[src/core/lgp_pkg.sv]
package lgp_pkg;

    // Printed offsets are register indexes; byte address is four times that
    localparam logic [7:0] LINE0_DIR_IDX = 8'h1d;
    localparam logic [7:0] LINE21_DIR_IDX = 8'h1e;
    localparam logic [7:0] LINE3_OUT4_IDX = 8'h1f;
    localparam logic [7:0] OUT65_IDX = 8'h20;
    localparam logic [7:0] OUT87_IDX = 8'h21;
    localparam logic [7:0] STATUS_IDX = 8'h22;
    localparam int CFG_COUNT = 5;
    localparam int ADDR_W = 12;

    localparam logic [7:0] CFG_RESET = 8'h00;
    localparam logic [1:0] RESP_OKAY = 2'h0;
    localparam logic [1:0] RESP_SLVERR = 2'h2;

    // Field positions inside each nibble of a configuration register
    localparam int NIB_EN_BIT = 0;
    localparam int NIB_BACK_BIT = 1;
    localparam int NIB_FWD_BIT = 2;
    localparam int NIB_VAL_BIT = 3;

    // Status register layout
    localparam int ST_MODE18_BIT = 0;
    localparam int ST_LOCK_BIT = 1;
    localparam int ST_IN_POS = 4;
    localparam int ST_FWD_POS = 8;

    function automatic logic lgp_line_is_fwd(input logic [3:0] nib);
        lgp_line_is_fwd = nib[NIB_EN_BIT] & nib[NIB_FWD_BIT]
            & ~nib[NIB_BACK_BIT];
    endfunction

    function automatic logic lgp_line_is_back(input logic [3:0] nib);
        lgp_line_is_back = nib[NIB_EN_BIT] & nib[NIB_BACK_BIT]
            & ~nib[NIB_FWD_BIT];
    endfunction

    function automatic logic [ADDR_W-1:0] lgp_byte_addr(input logic [7:0] idx);
        lgp_byte_addr = ADDR_W'({idx, 2'b00});
    endfunction

endpackage

[src/core/lgp_pin_sync.sv]
`timescale 1ns/10ps
// Three-stage pin synchroniser; output moves only when stages two and three agree
module lgp_pin_sync #(
    parameter int WIDTH = 1
) (
    input wire logic aclk,
    input wire logic aresetn,
    input wire logic [WIDTH-1:0] pin_in,
    output logic [WIDTH-1:0] level_out
);
    logic [WIDTH-1:0] s1_reg;
    logic [WIDTH-1:0] s2_reg;
    logic [WIDTH-1:0] s3_reg;
    logic [WIDTH-1:0] level_reg;
    logic [WIDTH-1:0] level_next;

    always_comb
    begin
        level_next = level_reg;
        for (int i = 0; i < WIDTH; i++)
        begin
            if (s2_reg[i] == s3_reg[i])
            begin
                level_next[i] = s3_reg[i];
            end
        end
    end

    always_ff @(posedge aclk)
    begin
        if (!aresetn)
        begin
            s1_reg <= '0;
            s2_reg <= '0;
            s3_reg <= '0;
            level_reg <= '0;
        end
        else
        begin
            s1_reg <= pin_in;
            s2_reg <= s1_reg;
            s3_reg <= s2_reg;
            level_reg <= level_next;
        end
    end

    assign level_out = level_reg;
endmodule

[src/core/lgp_gpio_top.sv]
// Chosen here: register access over AXI4-Lite.
`timescale 1ns/10ps
// Functional notes
// - In 18-bit mode R1,R0,G1,G0 become four lines, forward out or back in.
// - 18-bit mode is taken from the remote serializer, never set locally.
// - Register 0x1F low nibble: 0x5 forward output, 0x3 back input, line 3.
// - 0x1E nibbles steer lines 2 and 1; 0x1D low nibble steers line 0.
// - Register-driven pins 8..4 are outputs set only by local writes.
// - Register 0x21: upper nibble pin 8, lower pin 7; bit0 enable, bit3 value.
// - Register 0x20 steers pins 6 and 5; 0x1F upper nibble steers pin 4.
// - Power-down low floats outputs; else output enable and state select apply.
module lgp_gpio_top #(
    parameter int LINES = 4,
    parameter int OUTS = 5
) (
    input wire logic aclk,
    input wire logic aresetn,
    // AXI4-Lite slave
    input wire logic [lgp_pkg::ADDR_W-1:0] s_axi_awaddr,
    input wire logic s_axi_awvalid,
    output logic s_axi_awready,
    input wire logic [31:0] s_axi_wdata,
    input wire logic [3:0] s_axi_wstrb,
    input wire logic s_axi_wvalid,
    output logic s_axi_wready,
    output logic [1:0] s_axi_bresp,
    output logic s_axi_bvalid,
    input wire logic s_axi_bready,
    input wire logic [lgp_pkg::ADDR_W-1:0] s_axi_araddr,
    input wire logic s_axi_arvalid,
    output logic s_axi_arready,
    output logic [31:0] s_axi_rdata,
    output logic [1:0] s_axi_rresp,
    output logic s_axi_rvalid,
    input wire logic s_axi_rready,
    // Link side, same clock
    input wire logic link_mode18,
    input wire logic link_locked,
    input wire logic fwd_frame_valid,
    input wire logic [LINES-1:0] fwd_gpio,
    output logic [LINES-1:0] back_gpio,
    // Pins
    input wire logic power_down_pin,
    input wire logic output_enable_pin,
    input wire logic output_state_select,
    input wire logic [LINES-1:0] gpio_in,
    output logic [LINES-1:0] gpio_out,
    output logic [LINES-1:0] gpio_oe_n,
    output logic [OUTS-1:0] reg_driven_outputs,
    output logic [OUTS-1:0] reg_driven_oe_n
);
    localparam int NIBS = 2 * lgp_pkg::CFG_COUNT;

    // Pin synchronisation
    logic [LINES+2:0] pins_sync;
    logic pdb_s;
    logic oen_s;
    logic oss_s;
    logic [LINES-1:0] gpio_in_s;

    lgp_pin_sync #(
        .WIDTH(LINES + 3)
    ) u_sync (
        .aclk(aclk),
        .aresetn(aresetn),
        .pin_in({gpio_in, output_state_select, output_enable_pin,
            power_down_pin}),
        .level_out(pins_sync)
    );

    assign pdb_s = pins_sync[0];
    assign oen_s = pins_sync[1];
    assign oss_s = pins_sync[2];
    assign gpio_in_s = pins_sync[LINES+2:3];

    // Configuration registers
    logic [7:0] cfg_reg [lgp_pkg::CFG_COUNT];
    logic [7:0] cfg_next [lgp_pkg::CFG_COUNT];
    logic [4*NIBS-1:0] cfg_flat;

    always_comb
    begin
        for (int i = 0; i < lgp_pkg::CFG_COUNT; i++)
        begin
            cfg_flat[8*i +: 8] = cfg_reg[i];
        end
    end

    // AXI write channel
    logic aw_got_reg;
    logic aw_got_next;
    logic w_got_reg;
    logic w_got_next;
    logic [lgp_pkg::ADDR_W-1:0] awaddr_reg;
    logic [lgp_pkg::ADDR_W-1:0] awaddr_next;
    logic [7:0] wbyte_reg;
    logic [7:0] wbyte_next;
    logic wlane_reg;
    logic wlane_next;
    logic bvalid_reg;
    logic bvalid_next;
    logic [1:0] bresp_reg;
    logic [1:0] bresp_next;
    logic do_write;
    logic [lgp_pkg::ADDR_W-1:0] wr_addr;
    logic wr_hit;

    assign s_axi_awready = !aw_got_reg && !bvalid_reg;
    assign s_axi_wready = !w_got_reg && !bvalid_reg;

    always_comb
    begin
        aw_got_next = aw_got_reg;
        w_got_next = w_got_reg;
        awaddr_next = awaddr_reg;
        wbyte_next = wbyte_reg;
        wlane_next = wlane_reg;
        bvalid_next = bvalid_reg;
        bresp_next = bresp_reg;
        if (s_axi_awvalid && s_axi_awready)
        begin
            aw_got_next = 1'b1;
            awaddr_next = s_axi_awaddr;
        end
        if (s_axi_wvalid && s_axi_wready)
        begin
            w_got_next = 1'b1;
            wbyte_next = s_axi_wdata[7:0];
            wlane_next = s_axi_wstrb[0];
        end
        if (s_axi_bvalid && s_axi_bready)
        begin
            bvalid_next = 1'b0;
        end
        if (aw_got_reg && w_got_reg)
        begin
            aw_got_next = 1'b0;
            w_got_next = 1'b0;
            bvalid_next = 1'b1;
            bresp_next = wr_hit ? lgp_pkg::RESP_OKAY : lgp_pkg::RESP_SLVERR;
        end
    end

    // Writes land in the cycle after both halves are held
    assign do_write = aw_got_reg && w_got_reg;
    assign wr_addr = {awaddr_reg[lgp_pkg::ADDR_W-1:2], 2'b00};

    always_comb
    begin
        wr_hit = wr_addr == lgp_pkg::lgp_byte_addr(lgp_pkg::STATUS_IDX);
        for (int i = 0; i < lgp_pkg::CFG_COUNT; i++)
        begin
            cfg_next[i] = cfg_reg[i];
            if (wr_addr == lgp_pkg::lgp_byte_addr(
                8'(lgp_pkg::LINE0_DIR_IDX + 8'(i))))
            begin
                wr_hit = 1'b1;
                // Only local writes reach these bits; nothing from the link
                if (do_write && wlane_reg)
                begin
                    cfg_next[i] = wbyte_reg;
                end
            end
        end
    end

    always_ff @(posedge aclk)
    begin
        if (!aresetn)
        begin
            aw_got_reg <= 1'b0;
            w_got_reg <= 1'b0;
            awaddr_reg <= '0;
            wbyte_reg <= 8'h00;
            wlane_reg <= 1'b0;
            bvalid_reg <= 1'b0;
            bresp_reg <= lgp_pkg::RESP_OKAY;
            for (int i = 0; i < lgp_pkg::CFG_COUNT; i++)
            begin
                cfg_reg[i] <= lgp_pkg::CFG_RESET;
            end
        end
        else
        begin
            aw_got_reg <= aw_got_next;
            w_got_reg <= w_got_next;
            awaddr_reg <= awaddr_next;
            wbyte_reg <= wbyte_next;
            wlane_reg <= wlane_next;
            bvalid_reg <= bvalid_next;
            bresp_reg <= bresp_next;
            cfg_reg <= cfg_next;
        end
    end

    assign s_axi_bvalid = bvalid_reg;
    assign s_axi_bresp = bresp_reg;

    // Line and output decode
    logic mode18;
    logic [LINES-1:0] line_fwd;
    logic [LINES-1:0] line_back;
    logic [OUTS-1:0] out_en;
    logic [OUTS-1:0] out_val;
    logic [LINES-1:0] fwd_val_reg;
    logic [LINES-1:0] fwd_val_next;
    logic [LINES-1:0] back_reg;
    logic [LINES-1:0] back_next;

    // Mode comes from the remote end only; no local register bit sets it
    assign mode18 = link_mode18;

    // Nibble of each line: line0 low 0x1D, line1 low 0x1E, line2 high 0x1E,
    // line3 low 0x1F. Upper nibble of 0x1D is don't-care.
    localparam int LINE_NIB [4] = '{0, 2, 3, 4};

    generate
        for (genvar g = 0; g < LINES; g++)
        begin : g_line
            logic [3:0] nib;
            assign nib = cfg_flat[4*LINE_NIB[g] +: 4];
            assign line_fwd[g] = mode18 && lgp_pkg::lgp_line_is_fwd(nib);
            assign line_back[g] = mode18 && lgp_pkg::lgp_line_is_back(nib);
        end
        // Outputs 4..8 follow nibbles 5..9; bit0 enables, bit3 is the level
        for (genvar g = 0; g < OUTS; g++)
        begin : g_out
            logic [3:0] nib;
            assign nib = cfg_flat[4*(g+5) +: 4];
            assign out_en[g] = mode18 && nib[lgp_pkg::NIB_EN_BIT];
            assign out_val[g] = nib[lgp_pkg::NIB_VAL_BIT];
        end
    endgenerate

    // Pin states: float, drive low, or drive live values
    logic float_all;
    logic live;
    logic [LINES-1:0] gpio_out_reg;
    logic [LINES-1:0] gpio_out_next;
    logic [LINES-1:0] gpio_oe_n_reg;
    logic [LINES-1:0] gpio_oe_n_next;
    logic [OUTS-1:0] rdo_reg;
    logic [OUTS-1:0] rdo_next;
    logic [OUTS-1:0] rdo_oe_n_reg;
    logic [OUTS-1:0] rdo_oe_n_next;

    assign float_all = !pdb_s || (!oen_s && oss_s);
    assign live = oen_s && oss_s && link_locked;

    always_comb
    begin
        fwd_val_next = fwd_val_reg;
        if (fwd_frame_valid)
        begin
            fwd_val_next = fwd_gpio;
        end
        back_next = gpio_in_s & line_back;
        for (int i = 0; i < LINES; i++)
        begin
            gpio_out_next[i] = 1'b0;
            gpio_oe_n_next[i] = 1'b1;
            if (!float_all && line_fwd[i])
            begin
                gpio_oe_n_next[i] = 1'b0;
                gpio_out_next[i] = live && fwd_val_reg[i];
            end
        end
        for (int i = 0; i < OUTS; i++)
        begin
            rdo_next[i] = 1'b0;
            rdo_oe_n_next[i] = 1'b1;
            if (!float_all && out_en[i])
            begin
                rdo_oe_n_next[i] = 1'b0;
                rdo_next[i] = live && out_val[i];
            end
        end
    end

    always_ff @(posedge aclk)
    begin
        if (!aresetn)
        begin
            fwd_val_reg <= '0;
            back_reg <= '0;
            gpio_out_reg <= '0;
            gpio_oe_n_reg <= '1;
            rdo_reg <= '0;
            rdo_oe_n_reg <= '1;
        end
        else
        begin
            fwd_val_reg <= fwd_val_next;
            back_reg <= back_next;
            gpio_out_reg <= gpio_out_next;
            gpio_oe_n_reg <= gpio_oe_n_next;
            rdo_reg <= rdo_next;
            rdo_oe_n_reg <= rdo_oe_n_next;
        end
    end

    assign back_gpio = back_reg;
    assign gpio_out = gpio_out_reg;
    assign gpio_oe_n = gpio_oe_n_reg;
    assign reg_driven_outputs = rdo_reg;
    assign reg_driven_oe_n = rdo_oe_n_reg;

    // AXI read channel
    logic rvalid_reg;
    logic rvalid_next;
    logic [31:0] rdata_reg;
    logic [31:0] rdata_next;
    logic [1:0] rresp_reg;
    logic [1:0] rresp_next;
    logic [lgp_pkg::ADDR_W-1:0] rd_addr;

    assign s_axi_arready = !rvalid_reg;
    assign rd_addr = {s_axi_araddr[lgp_pkg::ADDR_W-1:2], 2'b00};

    always_comb
    begin
        rvalid_next = rvalid_reg;
        rdata_next = rdata_reg;
        rresp_next = rresp_reg;
        if (s_axi_rvalid && s_axi_rready)
        begin
            rvalid_next = 1'b0;
        end
        if (s_axi_arvalid && s_axi_arready)
        begin
            rvalid_next = 1'b1;
            rdata_next = 32'h0000_0000;
            rresp_next = lgp_pkg::RESP_SLVERR;
            if (rd_addr == lgp_pkg::lgp_byte_addr(lgp_pkg::STATUS_IDX))
            begin
                rresp_next = lgp_pkg::RESP_OKAY;
                rdata_next[lgp_pkg::ST_MODE18_BIT] = mode18;
                rdata_next[lgp_pkg::ST_LOCK_BIT] = link_locked;
                rdata_next[lgp_pkg::ST_IN_POS +: LINES] = gpio_in_s;
                rdata_next[lgp_pkg::ST_FWD_POS +: LINES] = fwd_val_reg;
            end
            for (int i = 0; i < lgp_pkg::CFG_COUNT; i++)
            begin
                if (rd_addr == lgp_pkg::lgp_byte_addr(
                    8'(lgp_pkg::LINE0_DIR_IDX + 8'(i))))
                begin
                    rresp_next = lgp_pkg::RESP_OKAY;
                    rdata_next[7:0] = cfg_reg[i];
                end
            end
        end
    end

    always_ff @(posedge aclk)
    begin
        if (!aresetn)
        begin
            rvalid_reg <= 1'b0;
            rdata_reg <= 32'h0000_0000;
            rresp_reg <= lgp_pkg::RESP_OKAY;
        end
        else
        begin
            rvalid_reg <= rvalid_next;
            rdata_reg <= rdata_next;
            rresp_reg <= rresp_next;
        end
    end

    assign s_axi_rvalid = rvalid_reg;
    assign s_axi_rdata = rdata_reg;
    assign s_axi_rresp = rresp_reg;
endmodule

[config.mk]
export PLATFORM = sky130hd
export DESIGN_NAME = lgp_gpio_top
export DESIGN_NICKNAME = d
export VERILOG_FILES = /design/src/core/lgp_pkg.sv /design/src/core/lgp_pin_sync.sv /design/src/core/lgp_gpio_top.sv
export SDC_FILE = /design/constraint.sdc
export NUM_CORES = 1
export LEC_CHECK = 0
export ABC_AREA = 1
export BUFFER_PORTS_ARGS = -buffer_cell sky130_fd_sc_hd__buf_2
export CORE_UTILIZATION = 40
export DETAILED_ROUTE_END_ITERATION = 7
export PLACE_DENSITY = 0.69
export SYNTH_ARGS = -nofsm -noshare
export SYNTH_HDL_FRONTEND = slang
export SYNTH_HIERARCHICAL = 1
export SYNTH_SLANG_ARGS = --single-unit
[constraint.sdc]
create_clock -name aclk -period 5.4 [get_ports aclk]
set_clock_uncertainty 0.2 [all_clocks]
set_input_delay 1.35 -clock aclk [delete_from_list [all_inputs] [get_ports aclk]]
set_output_delay 1.35 -clock aclk [all_outputs]
set_load 0.005 [all_outputs]
Word level (Yosys, flattened, before mapping)
Cells that the tools add are included.

storage, ports and cells
  bits in registers = 135
  bits in latches = 0
  bits in writable memories = 0
  memory bits (read-only) = 0
  input bits = 81
  output and inout port bits = 63
  memories = 0

cells by class
  add/sub/neg operators = 0
  multiply operators = 0
  divide/modulo/power cells = 0
  magnitude comparators = 0
  equal/unequal tests = 19
  shift operators = 0
  multiplexer cells = 32
  bitwise gates (word level) = 26
  reductions and logical operators = 68

operators by type and width
  operator                                                                 number
  10-bit by 5-bit equality test with 1-bit output (second input constant)  6
  10-bit by 6-bit equality test with 1-bit output (second input constant)  6
  8-bit 2-to-1 mux                                                         6
  1-bit logical AND                                                        43
  2-bit AND reduction                                                      14
  1-bit 2-to-1 mux                                                         18
  1-bit bitwise AND                                                        16
  2-bit 2-to-1 mux                                                         8
  1-bit inverter                                                           9
  1-bit equality test                                                      7
  1-bit logical NOT                                                        7
  4-bit bitwise AND                                                        1
  2-bit nonzero test                                                       2
  2-bit OR reduction                                                       1
  1-bit logical OR                                                         1

Longest topological paths before layout
  depth in word-level cells = 7
  depth in mapped cells = 11
  depth with buffers taken out = 11

Modules after synthesis
The synthesis kept the hierarchy.

modules (own cells, without submodules)
  module        times used  cells each  area each (um^2)  seq. area each (um^2)
  lgp_gpio_top  1           553         4334.2            2062.0
  lgp_pin_sync  1           94          852.1             560.5

Worst setup path after synthesis
OpenSTA, ideal clock, no wires.

  kind = input to register
  start point = input port s_axi_araddr[6] in the netlist's numbering
  end point = register rdata_reg[3] (netlist: s_axi_rdata[3])
  arrival time = 2.378 ns
  setup slack = 2.688 ns
  stages = 9
  buffers on the path = 0
  path through = inv_1 nand2_1 nor2_2 nand2_4 nor2_4 inv_1 o21ai_0 o21bai_1 a21oi_1

on the way
  word-level cells in the longest chain between the ends = 6
  elaborated cells on any way between the ends = 10

RTL lines
  element                                          RTL line             text
  start: declaration                               lgp_gpio_top.sv:29   input wire logic [lgp_pkg::ADDR_W-1:0] s_axi_araddr,
  10-bit by 5-bit equality test with 1-bit output  lgp_gpio_top.sv:344  if (rd_addr == lgp_pkg::lgp_byte_addr(
  8-bit 2-to-1 mux (4 in a row)                    lgp_gpio_top.sv:344
  8-bit 2-to-1 mux (*)                             lgp_gpio_top.sv:344
  end signal: assignment                           lgp_gpio_top.sv:365  rdata_reg <= rdata_next;
  end: declaration                                 lgp_gpio_top.sv:311  logic [31:0] rdata_reg;

Mark *: on every way between the ends. The rest lies on a longest branch, timed or not.
A chain may end at the register's enable or synchronous reset.

Worst setup path after layout
  start point = input port s_axi_araddr[6] in the netlist's numbering
  end point = register rdata_reg[1] (netlist: s_axi_rdata[1])

on the way
  word-level cells in the longest chain between the ends = 7
  elaborated cells on any way between the ends = 12

RTL lines
  element                                          RTL line             text
  10-bit by 6-bit equality test with 1-bit output  lgp_gpio_top.sv:334  if (rd_addr == lgp_pkg::lgp_byte_addr(lgp_pkg::STATUS_IDX))
  2-bit 2-to-1 mux                                 lgp_gpio_top.sv:334
  8-bit 2-to-1 mux (4 in a row)                    lgp_gpio_top.sv:344
  8-bit 2-to-1 mux (*)                             lgp_gpio_top.sv:344

Marked as above.

==> flow_metrics.py <==
metrics = {
    "timing": {
        "slew_viol_final": 0,
        "period_share_pct": 51.4,
        "final_period_minus_worst_setup_slack_ns": 2.77,
        "actual_slew_at_the_worst_max_slew_pin_ns": 0.688,
        "grt_setup_unrepaired": "false",
        "achievable-frequency_mhz": 360,
        "setup_violations": 0,
        "hold_viol": 0,
        "slew-limit-headroom_pct": 54.1,
        "setup-tns-final_ns": 0,
    },
    "grt": {
        "number_of_global_route_vias_before_repair": 3852,
        "global_route_congestion_overflow_total": 0,
        "gr-usage-met2_pct": 28.4,
        "largest_net_degree_at_the_start_of_global_routing": 41,
        "grt_util_met1_pct": 22.3,
        "grt_util_met3_pct": 5.28,
        "grt_antenna_before_repair": 0,
        "groute.usage.overall_pct": 17.9,
        "grt.busiest_layer": "met2",
        "global_route_wire_length_before_repair_um": 18200,
    },
    "logic_synthesis": {
        "synth.top_cell.area_share_pct": 50.6,
        "synthesis.area_per_instance_um2": 8.02,
        "post-synth-top-area-cell": "dfxtp_1",
        "yosysUniqueCellTypes": 34,
        "synth-seq-area-share_pct": 50.6,
        "number_of_enable_flip_flop_cells_after_synthesis": 0,
        "synth.ff_latch_count": 131,
        "yosys_most_used_dff": "dfxtp_1",
        "netlist_top_cells_area": "dfxtp_1 (51%), nor2_1 (7.2%), nand2_1 (5.6%), inv_1 (5.4%), o21ai_0 (5.3%)",
        "synth-async-reset-ratio_pct": 0,
        "syn-instance-count": 647,
        "yosys_warnings": 6,
        "mappedNetlistArea_um2": 5190,
    },
    "cts": {
        "cts_root_buf": "clkbuf_16",
        "post_cts_resized": 0,
        "clock_sinks": 131,
        "cts_hold_buf": 0,
        "buffers_from_clock_root_to_sink_at_most": 2,
        "cts_buffers": 17,
        "clkLatencyLatePin_ns": 0.41,
        "number_of_buffers_inserted_to_repair_setup_after_cts": 0,
        "tritoncts": "done",
        "ctsHtreeMaxLevel": 4,
        "clkTransAtPathRegs_ns": 0.05,
    },
    "power_and_ir_drop": {
        "p_per_area_nw_per_um2": 359,
        "static-leakage-power_nw": 2.69,
        "worst_ir_drop_vdd_mv": 0.222,
        "power.total_w": 0.00223,
    },
    "finish": {
        "largest_register_ff_count": 40,
        "nFillCells": 1274,
        "final_cell_area_um2": 6220,
        "drive_gt1_share_pct": 18.3,
        "finalNetCount": 819,
        "syn_to_final_growth_pct": 20.0,
        "diodes": 0,
        "sequential_cell_area_um2": 2620,
        "multiInputGateArea_um2": 2060,
    },
    "routing": {
        "drc": 0,
        "totalWireLength_um": 11100,
        "via_count": 4272,
        "drt_pass1_iterations": 5,
        "post_drt_wl_per_cell_um": 12.1,
        "ant_nets": 0,
        "route.detailed.vias_per_inst": 4.65,
        "initialDrtViolationCount": 145,
    },
    "worst_setup_path": {
        "setup.worst_path.end": "s_axi_rdata[1]",
        "worst_path_max_delay_cell": "nor2_2",
        "worst_setup_path_startpoint": "s_axi_araddr[6]",
        "worstSetupEndpointType": "flop",
        "critical_path.reg2reg.startpoint": "w_got_reg",
        "reg2reg_to": "cfg_flat[6]",
        "setup.worst_path.class": "primary input to flop",
        "worstPathCellList": "buf_2 > inv_1 > nand2_1 > nor2_2 > nand2_4 > nor2_4 > inv_1 > o21ai_0 > inv_1 > nand2_1 > a21oi_1",
        "worst-r2r-setup-slack_ns": 3.33,
        "path_common_cell": "inv_1",
        "reg2reg_depth": 7,
        "critical_path_arrival_ns": 2.85,
        "critical_path_max_stage_delay_ns": 0.33,
        "timing.critical_path.from_type": "primary input",
        "critical_path_required_ns": 5.48,
        "critical_path.max_fanout": 9,
    },
    "floorplanning": {
        "placementRows": 41,
        "dieHeight_um": 116,
        "i_o_pins": 144,
        "floorplan.initialDensity_pct": 41.1,
        "die_width_um": 116,
        "die_outline_area_um2": 13400,
        "placeableCoreArea_um2": 12600,
    },
    "run": {
        "maxCapViolations": 0,
    },
    "status": {
        "status": "finished, final reports clean",
    },
    "place": {
        "placedInstanceArea_um2": 5660,
        "globalplace.congestion": 0.816,
        "dp_hpwl_um": 7950,
        "placement.io_buffers": 90,
    },
    "hold_path": {
        "hold_path_class": "flop to flop",
    },
}
==> report_power, final <==
| group | leakage, nW | switching (W) | internal, W |
|---|---|---|---|
| Combinational | 1.34 | 0.0000879 | 0.0000444 |
| Clock | 0.283 | 0.000377 | 0.000713 |
| Sequential | 1.07 | 0.0000157 | 0.000996 |
| Total | 2.69 | 0.000481 | 0.00175 |
==> worst min-delay path by stage <==
stage                                 from          endpoint  slack (ns)  depth (start not counted)
after CTS                 u_sync/s1_reg[0]  u_sync/s2_reg[0]        0.21                          2
after detailed placement  u_sync/s1_reg[0]  u_sync/s2_reg[0]        0.20                          2
after global placement    u_sync/s1_reg[4]  u_sync/s2_reg[4]        0.19                          2
after floorplan           u_sync/s1_reg[4]  u_sync/s2_reg[4]        0.19                          2
final                     u_sync/s1_reg[0]  u_sync/s2_reg[0]        0.21                          2
after global routing      u_sync/s1_reg[4]  u_sync/s2_reg[4]        0.23                          2
==> per-stage QoR <==
| stage | instances | hold WS (ns) | util (%) | setup slack, ns |
|---|---|---|---|---|
| after floorplan | 668 | 0.186 | - | 2.69 |
| after global placement | 891 | 0.191 | 44.8 | 2.20 |
| after detailed placement | 891 | 0.197 | 44.8 | 2.21 |
| after CTS | 919 | 0.209 | 49.3 | 2.62 |
| after global routing | 919 | 0.232 | 49.3 | 2.43 |
| final | 919 | 0.209 | 49.3 | 2.63 |
==> layout by cell type (no fill, tap or decap), drive strengths merged <==
| cell | instances |
|---|---|
| nor4 | 2 |
| or2 | 3 |
| buf | 92 |
| nor3 | 10 |
| dfxtp | 131 |
| nand4 | 10 |
| o21a | 1 |
| clkbuf | 22 |
| nand2 | 80 |
| nor3b | 9 |
| conb | 22 |
| bufinv | 2 |
| a211oi | 32 |
| o21ai | 55 |
| nand3 | 33 |
| o211ai | 1 |
| a21boi | 1 |
| nand3b | 1 |
| clkinv | 7 |
| inv | 75 |
| nor2 | 109 |
| a21oi | 48 |
| o21bai | 1 |
==> final cells by class <==
type / instances / area share (%)
flip-flops and latches: 131 / 42.1
multi-input cells: 418 / 33.2
clock buffers: 22 / 7.78
repair buffers: 92 / 7.48
inverters: 78 / 4.70
well taps: 172 / 3.46
clock inverters: 6 / 1.29
==> metal layers <==
metal  vias up  share of wire, %
met5         -                 0
met4         0               2.4
met3        19               5.6
met2       125                44
met1      1863                48
li1       2265                 -
==> cell families after synthesis <==
logic type             share of synthesized area (%)
other                                         0.0723
and+or+nand+nor                                 22.7
AOI/OAI and AO/OA                               15.5
buffers and inverters                           11.2
DFF                                             50.6
==> synth_stat cells (2+ instances only) <==
cell type  number
a211oi_1       28
a211oi_2        4
a21oi_1        48
buf_4          24
buf_6           4
clkbuf_1       10
clkinv_1        3
dfxtp_1       131
inv_1          75
nand2_1        78
nand3_1        33
nand4_1        10
nor2_1        100
nor2_2          2
nor2_4          7
nor3_1          9
nor3b_1         9
nor4_1          2
o21ai_0        55
==> critical path, delay by kind of cell <==
kind	cells	cell delay, ns
compound gates	2	0.27
simple gates	5	0.81
buf+inv	4	0.42
Power figures use the tool's default switching activity.
